### src/pcie_cap_pkg.sv
// constants and carriers shared by the capability field bank
// assumes a 32-bit dword view of config space, indexed by a small dword number
package pcie_cap_pkg;

  // dword indices of the capability window
  localparam logic [2:0] IDX_ROOT = 3'h0;
  localparam logic [2:0] IDX_SLOT_CAP = 3'h1;
  localparam logic [2:0] IDX_SLOT_CTL = 3'h2;
  localparam logic [2:0] IDX_MSIX_TBL = 3'h3;
  localparam logic [2:0] IDX_MSIX_PBA = 3'h4;
  localparam logic [2:0] IDX_PM_CAP = 3'h5;
  localparam logic [2:0] IDX_PM_CSR = 3'h6;
  localparam logic [2:0] IDX_PWR_DATA = 3'h7;

  // field positions
  localparam int ROOT_CRS_VIS_BIT = 0;
  localparam int ROOT_CRS_EN_BIT = 16;
  localparam int SLOT_CC_IE_BIT = 4;
  localparam int SLOT_CTL_WIDTH = 13;
  localparam int SLOT_CMD_DONE_BIT = 20;
  localparam int SLOT_PRESENCE_BIT = 22;
  localparam int CSR_STATE_LSB = 0;
  localparam int CSR_NSR_BIT = 3;
  localparam int CSR_PME_EN_BIT = 8;
  localparam int CSR_DSEL_LSB = 9;
  localparam int CSR_PME_STAT_BIT = 15;

  // fixed values and values after reset
  localparam logic [7:0] PM_CAP_ID = 8'h01;
  localparam logic [7:0] PM_NEXT_PTR = 8'h00;
  localparam logic [2:0] PM_VERSION = 3'h3;
  localparam logic [31:0] RST_DWORD = 32'h0000_0000;
  localparam logic [1:0] RST_PM_FIELD = 2'h0;
  localparam logic RST_BIT = 1'b0;

  // power states, gray coded along D0..D3hot
  typedef enum logic [1:0] {
    PM_D0 = 2'b00,
    PM_D1 = 2'b01,
    PM_D2 = 2'b11,
    PM_D3HOT = 2'b10
  } pm_state_e;

  // one link-side configuration access
  typedef struct packed {
    logic rd;
    logic wr;
    logic [2:0] idx;
    logic [31:0] data;
  } cfg_req_s;

  // answer to a configuration read
  typedef struct packed {
    logic valid;
    logic [31:0] data;
  } cfg_rsp_s;

  // slot capabilities dword layout
  typedef struct packed {
    logic [12:0] phys_slot;
    logic no_cmd_cpl;
    logic em_interlock;
    logic [1:0] pwr_scale;
    logic [7:0] pwr_value;
    logic hp_capable;
    logic hp_surprise;
    logic pwr_ind;
    logic attn_ind;
    logic mrl_sensor;
    logic pwr_ctrl;
    logic attn_button;
  } slot_cap_s;

endpackage

### src/pcie_capability_fields.sv
// capability field bank: root, slot, msi-x placement and power management
// assumes link-side accesses are already decoded to a dword index on CLK,
// and that user management writes arrive on the same clock
`timescale 1ns/100ps

// What this block does
// crs returned to software when visible
// slot fields only for root port slots
// one presence flag per slot item
// surprise flag advertises unannounced adapter removal
// hot-plug capable flag only advertises
// user writes presence detect via management
// no command notification when flag set
// power limit is value with scale
// physical slot number fixed at build
// msi-x present only with memory bar
// table bar names lower dword of pair
// pending array placed by own bar
// device specific init flag advertised
// separate d1 and d2 support flags
// wake only in listed power states
// d3hot to d0 keeps configuration context
// no soft reset always reads set
// power budget always reads zero
// power dissipation always reads zero
// fixed fields ignore link writes
module pcie_capability_fields #(
  parameter bit PORT_IS_ROOT = 1'b1,
  parameter bit SLOT_IMPLEMENTED = 1'b0,
  parameter bit CRS_SW_VIS = 1'b0,
  parameter bit ATTN_BUTTON = 1'b0,
  parameter bit ATTN_IND = 1'b0,
  parameter bit PWR_CTRL = 1'b0,
  parameter bit PWR_IND = 1'b0,
  parameter bit HP_SURPRISE = 1'b0,
  parameter bit HP_CAPABLE = 1'b0,
  parameter bit MRL_SENSOR = 1'b0,
  parameter bit EM_INTERLOCK = 1'b0,
  parameter bit NO_CMD_CPL = 1'b0,
  parameter logic [7:0] SLOT_PWR_VALUE = 8'h00,
  parameter logic [1:0] SLOT_PWR_SCALE = 2'h0,
  parameter logic [12:0] PHYS_SLOT_NUM = 13'h0000,
  parameter bit MSIX_ENABLE = 1'b0,
  parameter logic [5:0] MEM_BAR_MASK = 6'h01,
  parameter logic [5:0] BAR64_UPPER_MASK = 6'h00,
  parameter logic [28:0] MSIX_TBL_OFFSET = 29'h0000_0000,
  parameter logic [2:0] MSIX_TBL_BIR = 3'h0,
  parameter logic [28:0] MSIX_PBA_OFFSET = 29'h0000_0000,
  parameter logic [2:0] MSIX_PBA_BIR = 3'h0,
  parameter bit DEV_SPEC_INIT = 1'b0,
  parameter bit D1_SUPPORT = 1'b0,
  parameter bit D2_SUPPORT = 1'b0,
  parameter logic [4:0] PME_SUPPORT = 5'h00
) (
  input wire logic CLK,
  input wire logic ARST_N,
  input wire logic CE,
  input wire pcie_cap_pkg::cfg_req_s CFG_REQ,
  output pcie_cap_pkg::cfg_rsp_s CFG_RSP,
  input wire logic MGMT_PRESENCE_WR,
  input wire logic MGMT_PRESENCE,
  input wire logic HP_CMD_DONE,
  output logic HP_CMD_NOTIFY,
  input wire logic CPL_CRS,
  output logic CRS_TO_SW,
  output logic CRS_RETRY,
  input wire logic USER_WAKE,
  output logic PM_WAKE_REQUEST,
  output logic [1:0] PM_STATE,
  output logic MSIX_PRESENT,
  output logic SLOT_ENABLED
);

  // a bir naming the upper half of a 64-bit pair folds to the lower one
  function automatic logic [2:0] fold_bir(input logic [2:0] bir);
    if (bir != 3'h0 && bir < 3'h6 && BAR64_UPPER_MASK[bir]) begin
      fold_bir = bir - 3'h1;
    end else begin
      fold_bir = bir;
    end
  endfunction

  // placement dword: offset above, bar indicator in the low three bits
  function automatic logic [31:0] place(input logic [28:0] off,
                                        input logic [2:0] bir,
                                        input logic present);
    place = present ? {off, fold_bir(bir)} : pcie_cap_pkg::RST_DWORD;
  endfunction

  // a slot flag shows only when the slot fields are selectable
  function automatic logic slot_bit(input logic want, input logic en);
    slot_bit = want & en;
  endfunction

  logic rst_n;
  logic slot_en;
  logic msix_en;
  pcie_cap_pkg::slot_cap_s slot_cap;
  logic [31:0] pm_cap;
  logic [31:0] root_dword;
  logic [31:0] slot_ctl_dword;
  logic [31:0] csr_dword;
  logic [31:0] read_mux;

  // link- and management-writable state
  logic crs_en;
  logic [pcie_cap_pkg::SLOT_CTL_WIDTH-1:0] slot_ctl;
  logic cmd_done;
  logic presence;
  logic pme_en;
  logic pme_stat;
  logic [3:0] dsel;

  logic next_crs_en;
  logic [pcie_cap_pkg::SLOT_CTL_WIDTH-1:0] next_slot_ctl;
  logic next_cmd_done;
  logic next_presence;
  logic next_pme_en;
  logic next_pme_stat;
  logic [3:0] next_dsel;

  // output staging
  pcie_cap_pkg::cfg_rsp_s next_rsp;
  logic next_notify;
  logic next_crs_sw;
  logic next_crs_retry;

  logic wr_root;
  logic wr_slot;
  logic wr_csr;

  logic [1:0] pm_field;
  logic pm_wake;

  reset_sync u_reset_sync (
    .clk(CLK),
    .arst_n(ARST_N),
    .rst_n(rst_n)
  );

  // build-time gates
  assign slot_en = PORT_IS_ROOT & SLOT_IMPLEMENTED;
  assign msix_en = MSIX_ENABLE & (|MEM_BAR_MASK);

  // slot capabilities; each item flag set only if that item exists
  assign slot_cap.attn_button = slot_bit(ATTN_BUTTON, slot_en);
  assign slot_cap.attn_ind = slot_bit(ATTN_IND, slot_en);
  assign slot_cap.pwr_ctrl = slot_bit(PWR_CTRL, slot_en);
  assign slot_cap.pwr_ind = slot_bit(PWR_IND, slot_en);
  assign slot_cap.mrl_sensor = slot_bit(MRL_SENSOR, slot_en);
  assign slot_cap.em_interlock = slot_bit(EM_INTERLOCK, slot_en);
  assign slot_cap.hp_surprise = slot_bit(HP_SURPRISE, slot_en);

  // advertised only: nothing in this bank reacts to hot-plug capability
  assign slot_cap.hp_capable = slot_bit(HP_CAPABLE, slot_en);
  assign slot_cap.no_cmd_cpl = slot_bit(NO_CMD_CPL, slot_en);

  // limit in watts is value times the scale step; both read together
  assign slot_cap.pwr_value = slot_en ? SLOT_PWR_VALUE : 8'h00;
  assign slot_cap.pwr_scale = slot_en ? SLOT_PWR_SCALE : 2'h0;

  // hardware-initialised, never writable
  assign slot_cap.phys_slot = slot_en ? PHYS_SLOT_NUM : 13'h0000;

  // power management capability dword
  assign pm_cap = {PME_SUPPORT,
                   D2_SUPPORT,
                   D1_SUPPORT,
                   3'h0,
                   DEV_SPEC_INIT,
                   1'b0,
                   1'b0,
                   pcie_cap_pkg::PM_VERSION,
                   pcie_cap_pkg::PM_NEXT_PTR,
                   pcie_cap_pkg::PM_CAP_ID};

  // root capabilities with the software visibility enable above it
  always_comb begin
    root_dword = pcie_cap_pkg::RST_DWORD;
    root_dword[pcie_cap_pkg::ROOT_CRS_VIS_BIT] = CRS_SW_VIS & PORT_IS_ROOT;
    root_dword[pcie_cap_pkg::ROOT_CRS_EN_BIT] = crs_en;
  end

  // slot control low half, slot status high half
  always_comb begin
    slot_ctl_dword = pcie_cap_pkg::RST_DWORD;
    slot_ctl_dword[pcie_cap_pkg::SLOT_CTL_WIDTH-1:0] = slot_ctl;
    slot_ctl_dword[pcie_cap_pkg::SLOT_CMD_DONE_BIT] = cmd_done;
    slot_ctl_dword[pcie_cap_pkg::SLOT_PRESENCE_BIT] = presence;
  end

  // control/status; data and scale fields stay zero for every select
  always_comb begin
    csr_dword = pcie_cap_pkg::RST_DWORD;
    csr_dword[pcie_cap_pkg::CSR_STATE_LSB +: 2] = pm_field;
    csr_dword[pcie_cap_pkg::CSR_NSR_BIT] = 1'b1;
    csr_dword[pcie_cap_pkg::CSR_PME_EN_BIT] = pme_en;
    csr_dword[pcie_cap_pkg::CSR_DSEL_LSB +: 4] = dsel;
    csr_dword[pcie_cap_pkg::CSR_PME_STAT_BIT] = pme_stat;
  end

  // read selection; fixed fields come straight from build values
  always_comb begin
    case (CFG_REQ.idx)
      pcie_cap_pkg::IDX_ROOT: read_mux = root_dword;
      pcie_cap_pkg::IDX_SLOT_CAP: read_mux = slot_cap;
      pcie_cap_pkg::IDX_SLOT_CTL: read_mux = slot_ctl_dword;
      pcie_cap_pkg::IDX_MSIX_TBL:
        read_mux = place(MSIX_TBL_OFFSET, MSIX_TBL_BIR, msix_en);
      pcie_cap_pkg::IDX_MSIX_PBA:
        read_mux = place(MSIX_PBA_OFFSET, MSIX_PBA_BIR, msix_en);
      pcie_cap_pkg::IDX_PM_CAP: read_mux = pm_cap;
      pcie_cap_pkg::IDX_PM_CSR: read_mux = csr_dword;
      pcie_cap_pkg::IDX_PWR_DATA: read_mux = pcie_cap_pkg::RST_DWORD;
      default: read_mux = pcie_cap_pkg::RST_DWORD;
    endcase
  end

  // write strobes per writable dword; any other index is dropped
  assign wr_root = CFG_REQ.wr & (CFG_REQ.idx == pcie_cap_pkg::IDX_ROOT);
  assign wr_slot = CFG_REQ.wr & (CFG_REQ.idx == pcie_cap_pkg::IDX_SLOT_CTL);
  assign wr_csr = CFG_REQ.wr & (CFG_REQ.idx == pcie_cap_pkg::IDX_PM_CSR);

  pm_tracker u_pm_tracker (
    .clk(CLK),
    .rst_n(rst_n),
    .ce(CE),
    .wr_state(wr_csr),
    .new_field(CFG_REQ.data[pcie_cap_pkg::CSR_STATE_LSB +: 2]),
    .d1_ok(D1_SUPPORT),
    .d2_ok(D2_SUPPORT),
    .pme_support(PME_SUPPORT),
    .pme_en(pme_en),
    .wake_in(USER_WAKE),
    .state_field(pm_field),
    .wake_out(pm_wake)
  );

  // next values of link and management writable state
  always_comb begin
    next_crs_en = crs_en;
    next_slot_ctl = slot_ctl;
    next_cmd_done = cmd_done;
    next_presence = presence;
    next_pme_en = pme_en;
    next_pme_stat = pme_stat;
    next_dsel = dsel;

    // visibility enable sticks wherever CRS_SW_VIS is set, root port or not
    if (wr_root) begin
      next_crs_en = CFG_REQ.data[pcie_cap_pkg::ROOT_CRS_EN_BIT] & CRS_SW_VIS;
    end

    // slot control only exists for a root port with a slot
    if (wr_slot && slot_en) begin
      next_slot_ctl = CFG_REQ.data[pcie_cap_pkg::SLOT_CTL_WIDTH-1:0];
    end

    // write-one-to-clear status; a same-cycle set wins
    if (wr_slot && CFG_REQ.data[pcie_cap_pkg::SLOT_CMD_DONE_BIT]) begin
      next_cmd_done = 1'b0;
    end
    if (HP_CMD_DONE && slot_en && !NO_CMD_CPL) begin
      next_cmd_done = 1'b1;
    end

    // presence comes only from the user side, never from the link
    if (MGMT_PRESENCE_WR && slot_en) begin
      next_presence = MGMT_PRESENCE;
    end

    // power state change leaves every other context bit untouched
    if (wr_csr) begin
      next_pme_en = CFG_REQ.data[pcie_cap_pkg::CSR_PME_EN_BIT];
      next_dsel = CFG_REQ.data[pcie_cap_pkg::CSR_DSEL_LSB +: 4];
      if (CFG_REQ.data[pcie_cap_pkg::CSR_PME_STAT_BIT]) begin
        next_pme_stat = 1'b0;
      end
    end
    if (pm_wake) begin
      next_pme_stat = 1'b1;
    end
  end

  // registered answers and event pulses
  always_comb begin
    next_rsp.valid = CFG_REQ.rd;
    next_rsp.data = CFG_REQ.rd ? read_mux : pcie_cap_pkg::RST_DWORD;
    next_notify = HP_CMD_DONE & slot_en & ~NO_CMD_CPL &
                  slot_ctl[pcie_cap_pkg::SLOT_CC_IE_BIT];

    // crs goes to software only when visible; else the port reissues
    next_crs_sw = CPL_CRS & crs_en;
    next_crs_retry = CPL_CRS & ~crs_en;
  end

  // context registers; reset only from the pin, never from a power change
  always_ff @(posedge CLK or negedge rst_n) begin
    if (!rst_n) begin
      crs_en <= pcie_cap_pkg::RST_BIT;
      slot_ctl <= '0;
      cmd_done <= pcie_cap_pkg::RST_BIT;
      presence <= pcie_cap_pkg::RST_BIT;
      pme_en <= pcie_cap_pkg::RST_BIT;
      pme_stat <= pcie_cap_pkg::RST_BIT;
      dsel <= 4'h0;
    end else if (CE) begin
      crs_en <= next_crs_en;
      slot_ctl <= next_slot_ctl;
      cmd_done <= next_cmd_done;
      presence <= next_presence;
      pme_en <= next_pme_en;
      pme_stat <= next_pme_stat;
      dsel <= next_dsel;
    end
  end

  // output flops, one cycle behind their causes; wake request and power state two, as pm_tracker registers them first
  always_ff @(posedge CLK or negedge rst_n) begin
    if (!rst_n) begin
      CFG_RSP <= '0;
      HP_CMD_NOTIFY <= pcie_cap_pkg::RST_BIT;
      CRS_TO_SW <= pcie_cap_pkg::RST_BIT;
      CRS_RETRY <= pcie_cap_pkg::RST_BIT;
      PM_WAKE_REQUEST <= pcie_cap_pkg::RST_BIT;
      PM_STATE <= pcie_cap_pkg::RST_PM_FIELD;
      MSIX_PRESENT <= pcie_cap_pkg::RST_BIT;
      SLOT_ENABLED <= pcie_cap_pkg::RST_BIT;
    end else if (CE) begin
      CFG_RSP <= next_rsp;
      HP_CMD_NOTIFY <= next_notify;
      CRS_TO_SW <= next_crs_sw;
      CRS_RETRY <= next_crs_retry;
      PM_WAKE_REQUEST <= pm_wake;
      PM_STATE <= pm_field;
      MSIX_PRESENT <= msix_en;
      SLOT_ENABLED <= slot_en;
    end
  end

endmodule

### src/reset_sync.sv
// reset release synchroniser for the field bank
// assumes the asynchronous reset may drop at any time relative to clk
`timescale 1ns/100ps
module reset_sync (
  input wire logic clk,
  input wire logic arst_n,
  output logic rst_n
);

  logic stage1;

  // assert at once, release two edges later; the bank clock enable does
  // not gate this so a frozen bank still leaves reset cleanly
  always_ff @(posedge clk or negedge arst_n) begin
    if (!arst_n) begin
      stage1 <= 1'b0;
      rst_n <= 1'b0;
    end else begin
      stage1 <= 1'b1;
      rst_n <= stage1;
    end
  end

endmodule

### src/pm_tracker.sv
// power state holder with wake gating
// assumes state writes and wake requests arrive on the same clock
`timescale 1ns/100ps
module pm_tracker (
  input wire logic clk,
  input wire logic rst_n,
  input wire logic ce,
  input wire logic wr_state,
  input wire logic [1:0] new_field,
  input wire logic d1_ok,
  input wire logic d2_ok,
  input wire logic [4:0] pme_support,
  input wire logic pme_en,
  input wire logic wake_in,
  output logic [1:0] state_field,
  output logic wake_out
);

  pcie_cap_pkg::pm_state_e state;
  pcie_cap_pkg::pm_state_e next_state;
  logic next_wake;

  // field code to gray state
  function automatic pcie_cap_pkg::pm_state_e to_state(input logic [1:0] f);
    case (f)
      2'h0: to_state = pcie_cap_pkg::PM_D0;
      2'h1: to_state = pcie_cap_pkg::PM_D1;
      2'h2: to_state = pcie_cap_pkg::PM_D2;
      default: to_state = pcie_cap_pkg::PM_D3HOT;
    endcase
  endfunction

  // next state: writes naming an unsupported state are dropped
  always_comb begin
    next_state = state;
    if (wr_state) begin
      case (to_state(new_field))
        pcie_cap_pkg::PM_D1: if (d1_ok) next_state = pcie_cap_pkg::PM_D1;
        pcie_cap_pkg::PM_D2: if (d2_ok) next_state = pcie_cap_pkg::PM_D2;
        default: next_state = to_state(new_field);
      endcase
    end
    // wake only from states listed in the support mask
    case (next_state)
      pcie_cap_pkg::PM_D0: next_wake = wake_in & pme_en & pme_support[0];
      pcie_cap_pkg::PM_D1: next_wake = wake_in & pme_en & pme_support[1];
      pcie_cap_pkg::PM_D2: next_wake = wake_in & pme_en & pme_support[2];
      default: next_wake = wake_in & pme_en & pme_support[3];
    endcase
  end

  // registers; state_field mirrors the field encoding
  always_ff @(posedge clk or negedge rst_n) begin
    if (!rst_n) begin
      state <= pcie_cap_pkg::PM_D0;
      state_field <= pcie_cap_pkg::RST_PM_FIELD;
      wake_out <= pcie_cap_pkg::RST_BIT;
    end else if (ce) begin
      state <= next_state;
      state_field <= (next_state == pcie_cap_pkg::PM_D0) ? 2'h0 :
                     (next_state == pcie_cap_pkg::PM_D1) ? 2'h1 :
                     (next_state == pcie_cap_pkg::PM_D2) ? 2'h2 : 2'h3;
      wake_out <= next_wake;
    end
  end

endmodule

### config.mk
export PLATFORM = sky130hd
export DESIGN_NAME = pcie_capability_fields
export DESIGN_NICKNAME = d
export VERILOG_FILES = /design/src/pcie_cap_pkg.sv /design/src/pcie_capability_fields.sv /design/src/reset_sync.sv /design/src/pm_tracker.sv
export SDC_FILE = /design/constraint.sdc
export NUM_CORES = 1
export LEC_CHECK = 0
export BUFFER_PORTS_ARGS = -buffer_cell sky130_fd_sc_hd__buf_4
export CAP_MARGIN = 20
export CELL_PAD_IN_SITES_DETAIL_PLACEMENT = 0
export CELL_PAD_IN_SITES_GLOBAL_PLACEMENT = 1
export CORE_MARGIN = 1
export CORE_UTILIZATION = 25
export DETAILED_ROUTE_END_ITERATION = 10
export GPL_TIMING_DRIVEN = 1
export PLACE_DENSITY_LB_ADDON = 0.1
export SETUP_SLACK_MARGIN = 0.05
export SYNTH_ARGS = -nofsm -noshare
export SYNTH_HDL_FRONTEND = slang
export SYNTH_SLANG_ARGS = --single-unit
### constraint.sdc
create_clock -name CLK -period 0.8 [get_ports CLK]
set_clock_uncertainty 0.2 [all_clocks]
set_input_delay 0.04 -clock CLK [delete_from_list [all_inputs] [get_ports CLK]]
set_output_delay 0.04 -clock CLK [all_outputs]
set_load 0.05 [all_outputs]
-- Word level (Yosys, flattened, before mapping)
Index checks and enable logic that the tools add are counted.
- logic and storage cells: 43
- input bits: 45
- flip-flop bits (word level): 48
- output and inout bits: 41
- reductions and logical operators: 7
- bitwise operators: 1
- equal/unequal tests: 13
- mux-type cells: 11
- operators by type and width (kind ; number):
    $pmux W32 S3 ; 1
    $mux W32 ; 1
    $eq A3 B3 Y1 const B ; 4
    $mux W2 ; 5
    $eq A2 B1 Y1 const B ; 3
    $eq A2 B2 Y1 const B ; 3
    $eq A3 B2 Y1 const B ; 2
    $pmux W2 S3 ; 1
    $reduce_or A6 Y1 ; 1
    $logic_not A2 Y1 ; 2
    $eq A3 B1 Y1 const B ; 1
    $logic_not A3 Y1 ; 1
    $mux W1 ; 3
    $reduce_and A3 Y1 ; 1
    $reduce_and A2 Y1 ; 1
    $reduce_or A2 Y1 ; 1
    $and A1 B1 Y1 ; 1

-- Depth between registers and ports, before layout
- word-level depth: 11
- gate-level depth with buffers: 5
- mapped depth without buffers: 5

-- Modules after synthesis
From an unflattened synthesis, not the netlist that was laid out.
- cell total of the unflattened synthesis: 134
- area, all modules: 1529.0 sq um
- by module, submodules not included (module ; seq. area each (sq um) ; cells each ; instances ; area an instance (sq um)):
    pcie_capability_fields ; 525.5 ; 86 ; 1 ; 1041.0
    pm_tracker ; 125.1 ; 45 ; 1 ; 434.2
    reset_sync ; 50.0 ; 3 ; 1 ; 53.8

-- Worst setup path before layout
Ideal clock, no wire load.
- path kind: register to register
- from: register CFG_RSP[32] (netlist name)
- to: register CFG_RSP[32] (netlist name)
- stages on the path, launching flop included: 2
- data required time: 0.475 ns
- clock period less this slack: 1.188 ns
- library setup time: 0.125 ns
- path slack: -0.388 ns
- arrival time: 0.863 ns
- cell sequence: dfrtp_1 > mux2_2
- RTL lines (item ; line ; text):
    end signal: assignment ; pcie_capability_fields.sv:330 ; CFG_RSP <= next_rsp;
    end: declaration ; pcie_capability_fields.sv:59 ; output pcie_cap_pkg::cfg_rsp_s CFG_RSP,

-- Worst setup path after layout
- from: register PM_STATE[1]
- to: output port PM_STATE[1]
- RTL lines (item ; line ; text):
    start: declaration ; pcie_capability_fields.sv:69 ; output logic [1:0] PM_STATE,
    start signal: assignment ; pcie_capability_fields.sv:326 ; PM_STATE <= pcie_cap_pkg::RST_PM_FIELD;
    start signal: assignment ; pcie_capability_fields.sv:335 ; PM_STATE <= pm_field;
No word-level cell between the ends.

==> results by group <==
Floorplan
  – Placeable core region: 0.00441 mm2
  – Die boundary height: 70.1 um
  – Horizontal extent of the die: 70.1 um
  – Full die area: 0.00492 mm2
  – Number of primary I/O pins: 86
  – Initial cell density of the core: 26.3%
  – Placement Rows: 24

Clock network
  – Hold buffer count at cts: 1
  – CTS tree: built
  – Worst skew pair latency: 260 ps
  – CTS root buffer: sky130_fd_sc_hd__clkbuf_8
  – Reg clk slew, reported paths: 90 ps
  – Maximum clock path buffer count: 2
  – H-tree lvl count: 1
  – Clock buffers created by TritonCTS: 3
  – Clock tree sinks: 23

Final layout
  – Net total in the final layout: 191
  – Filler instances: 445
  – Synth-to-Final Area Change: 43.5%
  – Ratio of cells with drive above 1 in the final layout: 57.6%
  – Leading cell types in the layout, fill and taps excluded: 28 x sky130_fd_sc_hd__conb_1, 24 x sky130_fd_sc_hd__buf_4, 18 x sky130_fd_sc_hd__buf_6
  – Leading cell type in the layout, fill and taps excluded: sky130_fd_sc_hd__conb_1
  – Antenna Diode Count: 0
  – Core occupancy in the finished layout: 37.7%

Setup path
  – Startpoint of the worst setup timing path: PM_STATE[1]
  – Critical Path End Type: output port
  – Startpoint-to-endpoint class of the critical path: reg2out
  – Startpoint types: register
  – Required time worst endpoint: 560 ps
  – CP max FO: 2
  – Data arrival time of the critical path: 940 ps
  – Reg2Reg Launch Point: u_pm_tracker.state[1]

Yosys
  – Number of flops mapped to enable cells by yosys: 0
  – Multiplexer share of the synthesized area: 10.4%
  – Fraction of registers with async set or reset after synthesis: 100%
  – Area share of xor/xnor cells in the synthesized design: 0%
  – Dominant combinational cell family by area after synthesis: buffers and inverters
  – Number of unique standard cell types used by synthesis: 27
  – Largest area contributor in the netlist: sky130_fd_sc_hd__dfrtp_1
  – Post-synthesis register bit count: 23
  – Post-synthesis cell area: 0.00116 mm2
  – Post-synthesis compound-gate area fraction: 11.1%
  – Synthesized netlist cell count: 96
  – Synth warnings: 0
  – Adder-Cell Fraction of Synth Area: 1.08%
  – Area fraction of the dominant cell type after synthesis: 49.6%
  – Cell types occupying the most area after synthesis: sky130_fd_sc_hd__dfrtp_1 50%, sky130_fd_sc_hd__buf_4 18%, sky130_fd_sc_hd__mux2_4 6.5%
  – Post-synthesis average cell area: 12.1 um2
  – Prevailing post-synth register cell: sky130_fd_sc_hd__dfrtp_1
  – Post-Synth Simple-Gate Area: 6.90%
  – Sequential-to-total area share from yosys stat: 49.6%

Detailed routing
  – Iteration-0 DRC count of the detailed router: 40
  – Total wire length: 2250 um
  – Remaining design rule violation count: 0
  – Detailed-route vias per instance: 4.00
  – Total number of vias: 784
  – Number of nets still failing antenna checks after routing: 0
  – Drt wl/cell: 11.5 um
  – Iteration count of the initial detailed-routing pass: 4

STA
  – Hold Slack: -199 ps
  – Count of endpoints failing hold in the final timing report: 20
  – Setup ws final: -378 ps
  – Final setup viols: 35
  – Final cycle utilization of the critical path: 147%
  – Total count of max-transition violations in the final report: 0
  – Crit path time final: 1180 ps
  – Unrepaired setup endpoints after global routing: true
  – Highest clock frequency the design can meet: 849 MHz

GRT
  – Antenna violations before repair: 0
  – First-pass GRT wire length: 3660 um
  – GRT Util Overall: 9.61%
  – Pin count of the biggest net entering global routing: 22
  – Residual overflow from global routing: 0
  – Vias in the first global route: 789

Status
  – Outcome: finished with violations
  – Violations in the final reports: hold timing, setup timing

Hold path
  – Worst min-delay path category: in2reg
  – Min-Delay Startpoint: CFG_REQ[8]

Power
  – Worst vdd rail ir drop: 595 uV
  – Leakage: 0.000817 uW
  – Power density over the cells: 1910 mW/mm2

Placement
  – Number of input and output port buffers inserted: 29
  – Worst setup slack after placement: -437 ps
  – GP Congestion: 0.717
  – Detailed-placement wirelength estimate: 1660 um

Job
  – Maxcap violations: 0
==> repair_timing <==
action                                  in CTS  in global routing
endpoints found under the hold margin       14                 12
gates cloned                                 0                  0
buffers inserted                             3                  0
gates resized for setup                     29                  4
endpoints found under the setup margin      35                 35
pin swaps                                    2                  0
==> final timing paths <==
path | endpoint | slack [ps] | cells past startpoint
setup / recovery | PM_STATE[1] | -380 | 2
hold / removal | pme_en | -200 | 2
setup reg to reg | u_pm_tracker.state_field[0] | -330 | 3
hold reg to reg | dsel[3] | 0 | 1
max in group asynchronous | CRS_RETRY | 250 | 1
min in group asynchronous | u_reset_sync.rst_n | -120 | 2
==> report_power, final <==
part	switching, uW	leakage, uW	internal [uW]
logic	617	0.000516	435
clock network	387	0.0000255	348
registers	98.5	0.000275	1300
total	1100	0.000817	2080
==> through the flow <==
stage	total power (uW)	cells	hold WS (ps)	area (um2)	setup TNS, ps
floorplan	2150	122	-456	1290	-5210
global placement	2340	188	-377	1460	-6920
detailed placement	2340	188	-376	1460	-7070
CTS	3230	196	-207	1650	-8040
global route	3340	196	-211	1660	-8570
finish	3180	196	-199	1660	-7690
==> sequential cells by signal, summed over array words and instances, names as in the netlist <==
register and count:
PM_STATE 2, CFG_RSP 10, u_reset_sync.rst_n 1, u_reset_sync.stage1 1
u_pm_tracker.state 2, dsel 4, u_pm_tracker.state_field 1, CRS_RETRY 1
pme_en 1
==> synthesized netlist by cell type, types with 2 or more instances <==
master / number
sky130_fd_sc_hd__a21oi_1: 3
sky130_fd_sc_hd__mux2_2: 4
sky130_fd_sc_hd__buf_4: 28
sky130_fd_sc_hd__conb_1: 2
sky130_fd_sc_hd__inv_1: 2
sky130_fd_sc_hd__dfrtp_1: 23
sky130_fd_sc_hd__mux2_4: 5
sky130_fd_sc_hd__a22o_1: 6
sky130_fd_sc_hd__o21ai_0: 4
sky130_fd_sc_hd__nand3_1: 2
==> cells by family (layout without fill, tap and decap cells) <==
kind of cell	Yosys count	count (layout)
muxes	9	9
and+or+nand+nor	11	11
adders and majority gates	1	1
other	2	28
DFF	23	23
AOI/OAI and AO/OA	18	18
buffers and inverters	32	54
==> routing by layer <==
| metal | track usage [%] | vias up | share of wire, % |
|---|---|---|---|
| met2 | 15.6 | 41 | 45 |
| met4 | 5.33 | 0 | 2.1 |
| met3 | 1.73 | 4 | 5.7 |
| li1 | - | 369 | - |
| met1 | 12.0 | 370 | 47 |
| met5 | 0 | - | 0 |
==> worst max-delay path: stages (launching register included) <==
cell                      delay (ps)
sky130_fd_sc_hd__dfrtp_2         420
sky130_fd_sc_hd__buf_6           120
sky130_fd_sc_hd__buf_8           140
==> area by class of cell <==
class	count	area [um2]	area share, %
repair buffers	47	458	27.5
well taps	52	65.1	3.91
flip-flops and latches	23	594	35.7
inverters	3	11.3	0.677
clock inverters	1	5.00	0.301
clock buffers	3	41.3	2.48
multi-input cells	67	489	29.4
(Power assumes the default switching activity.)
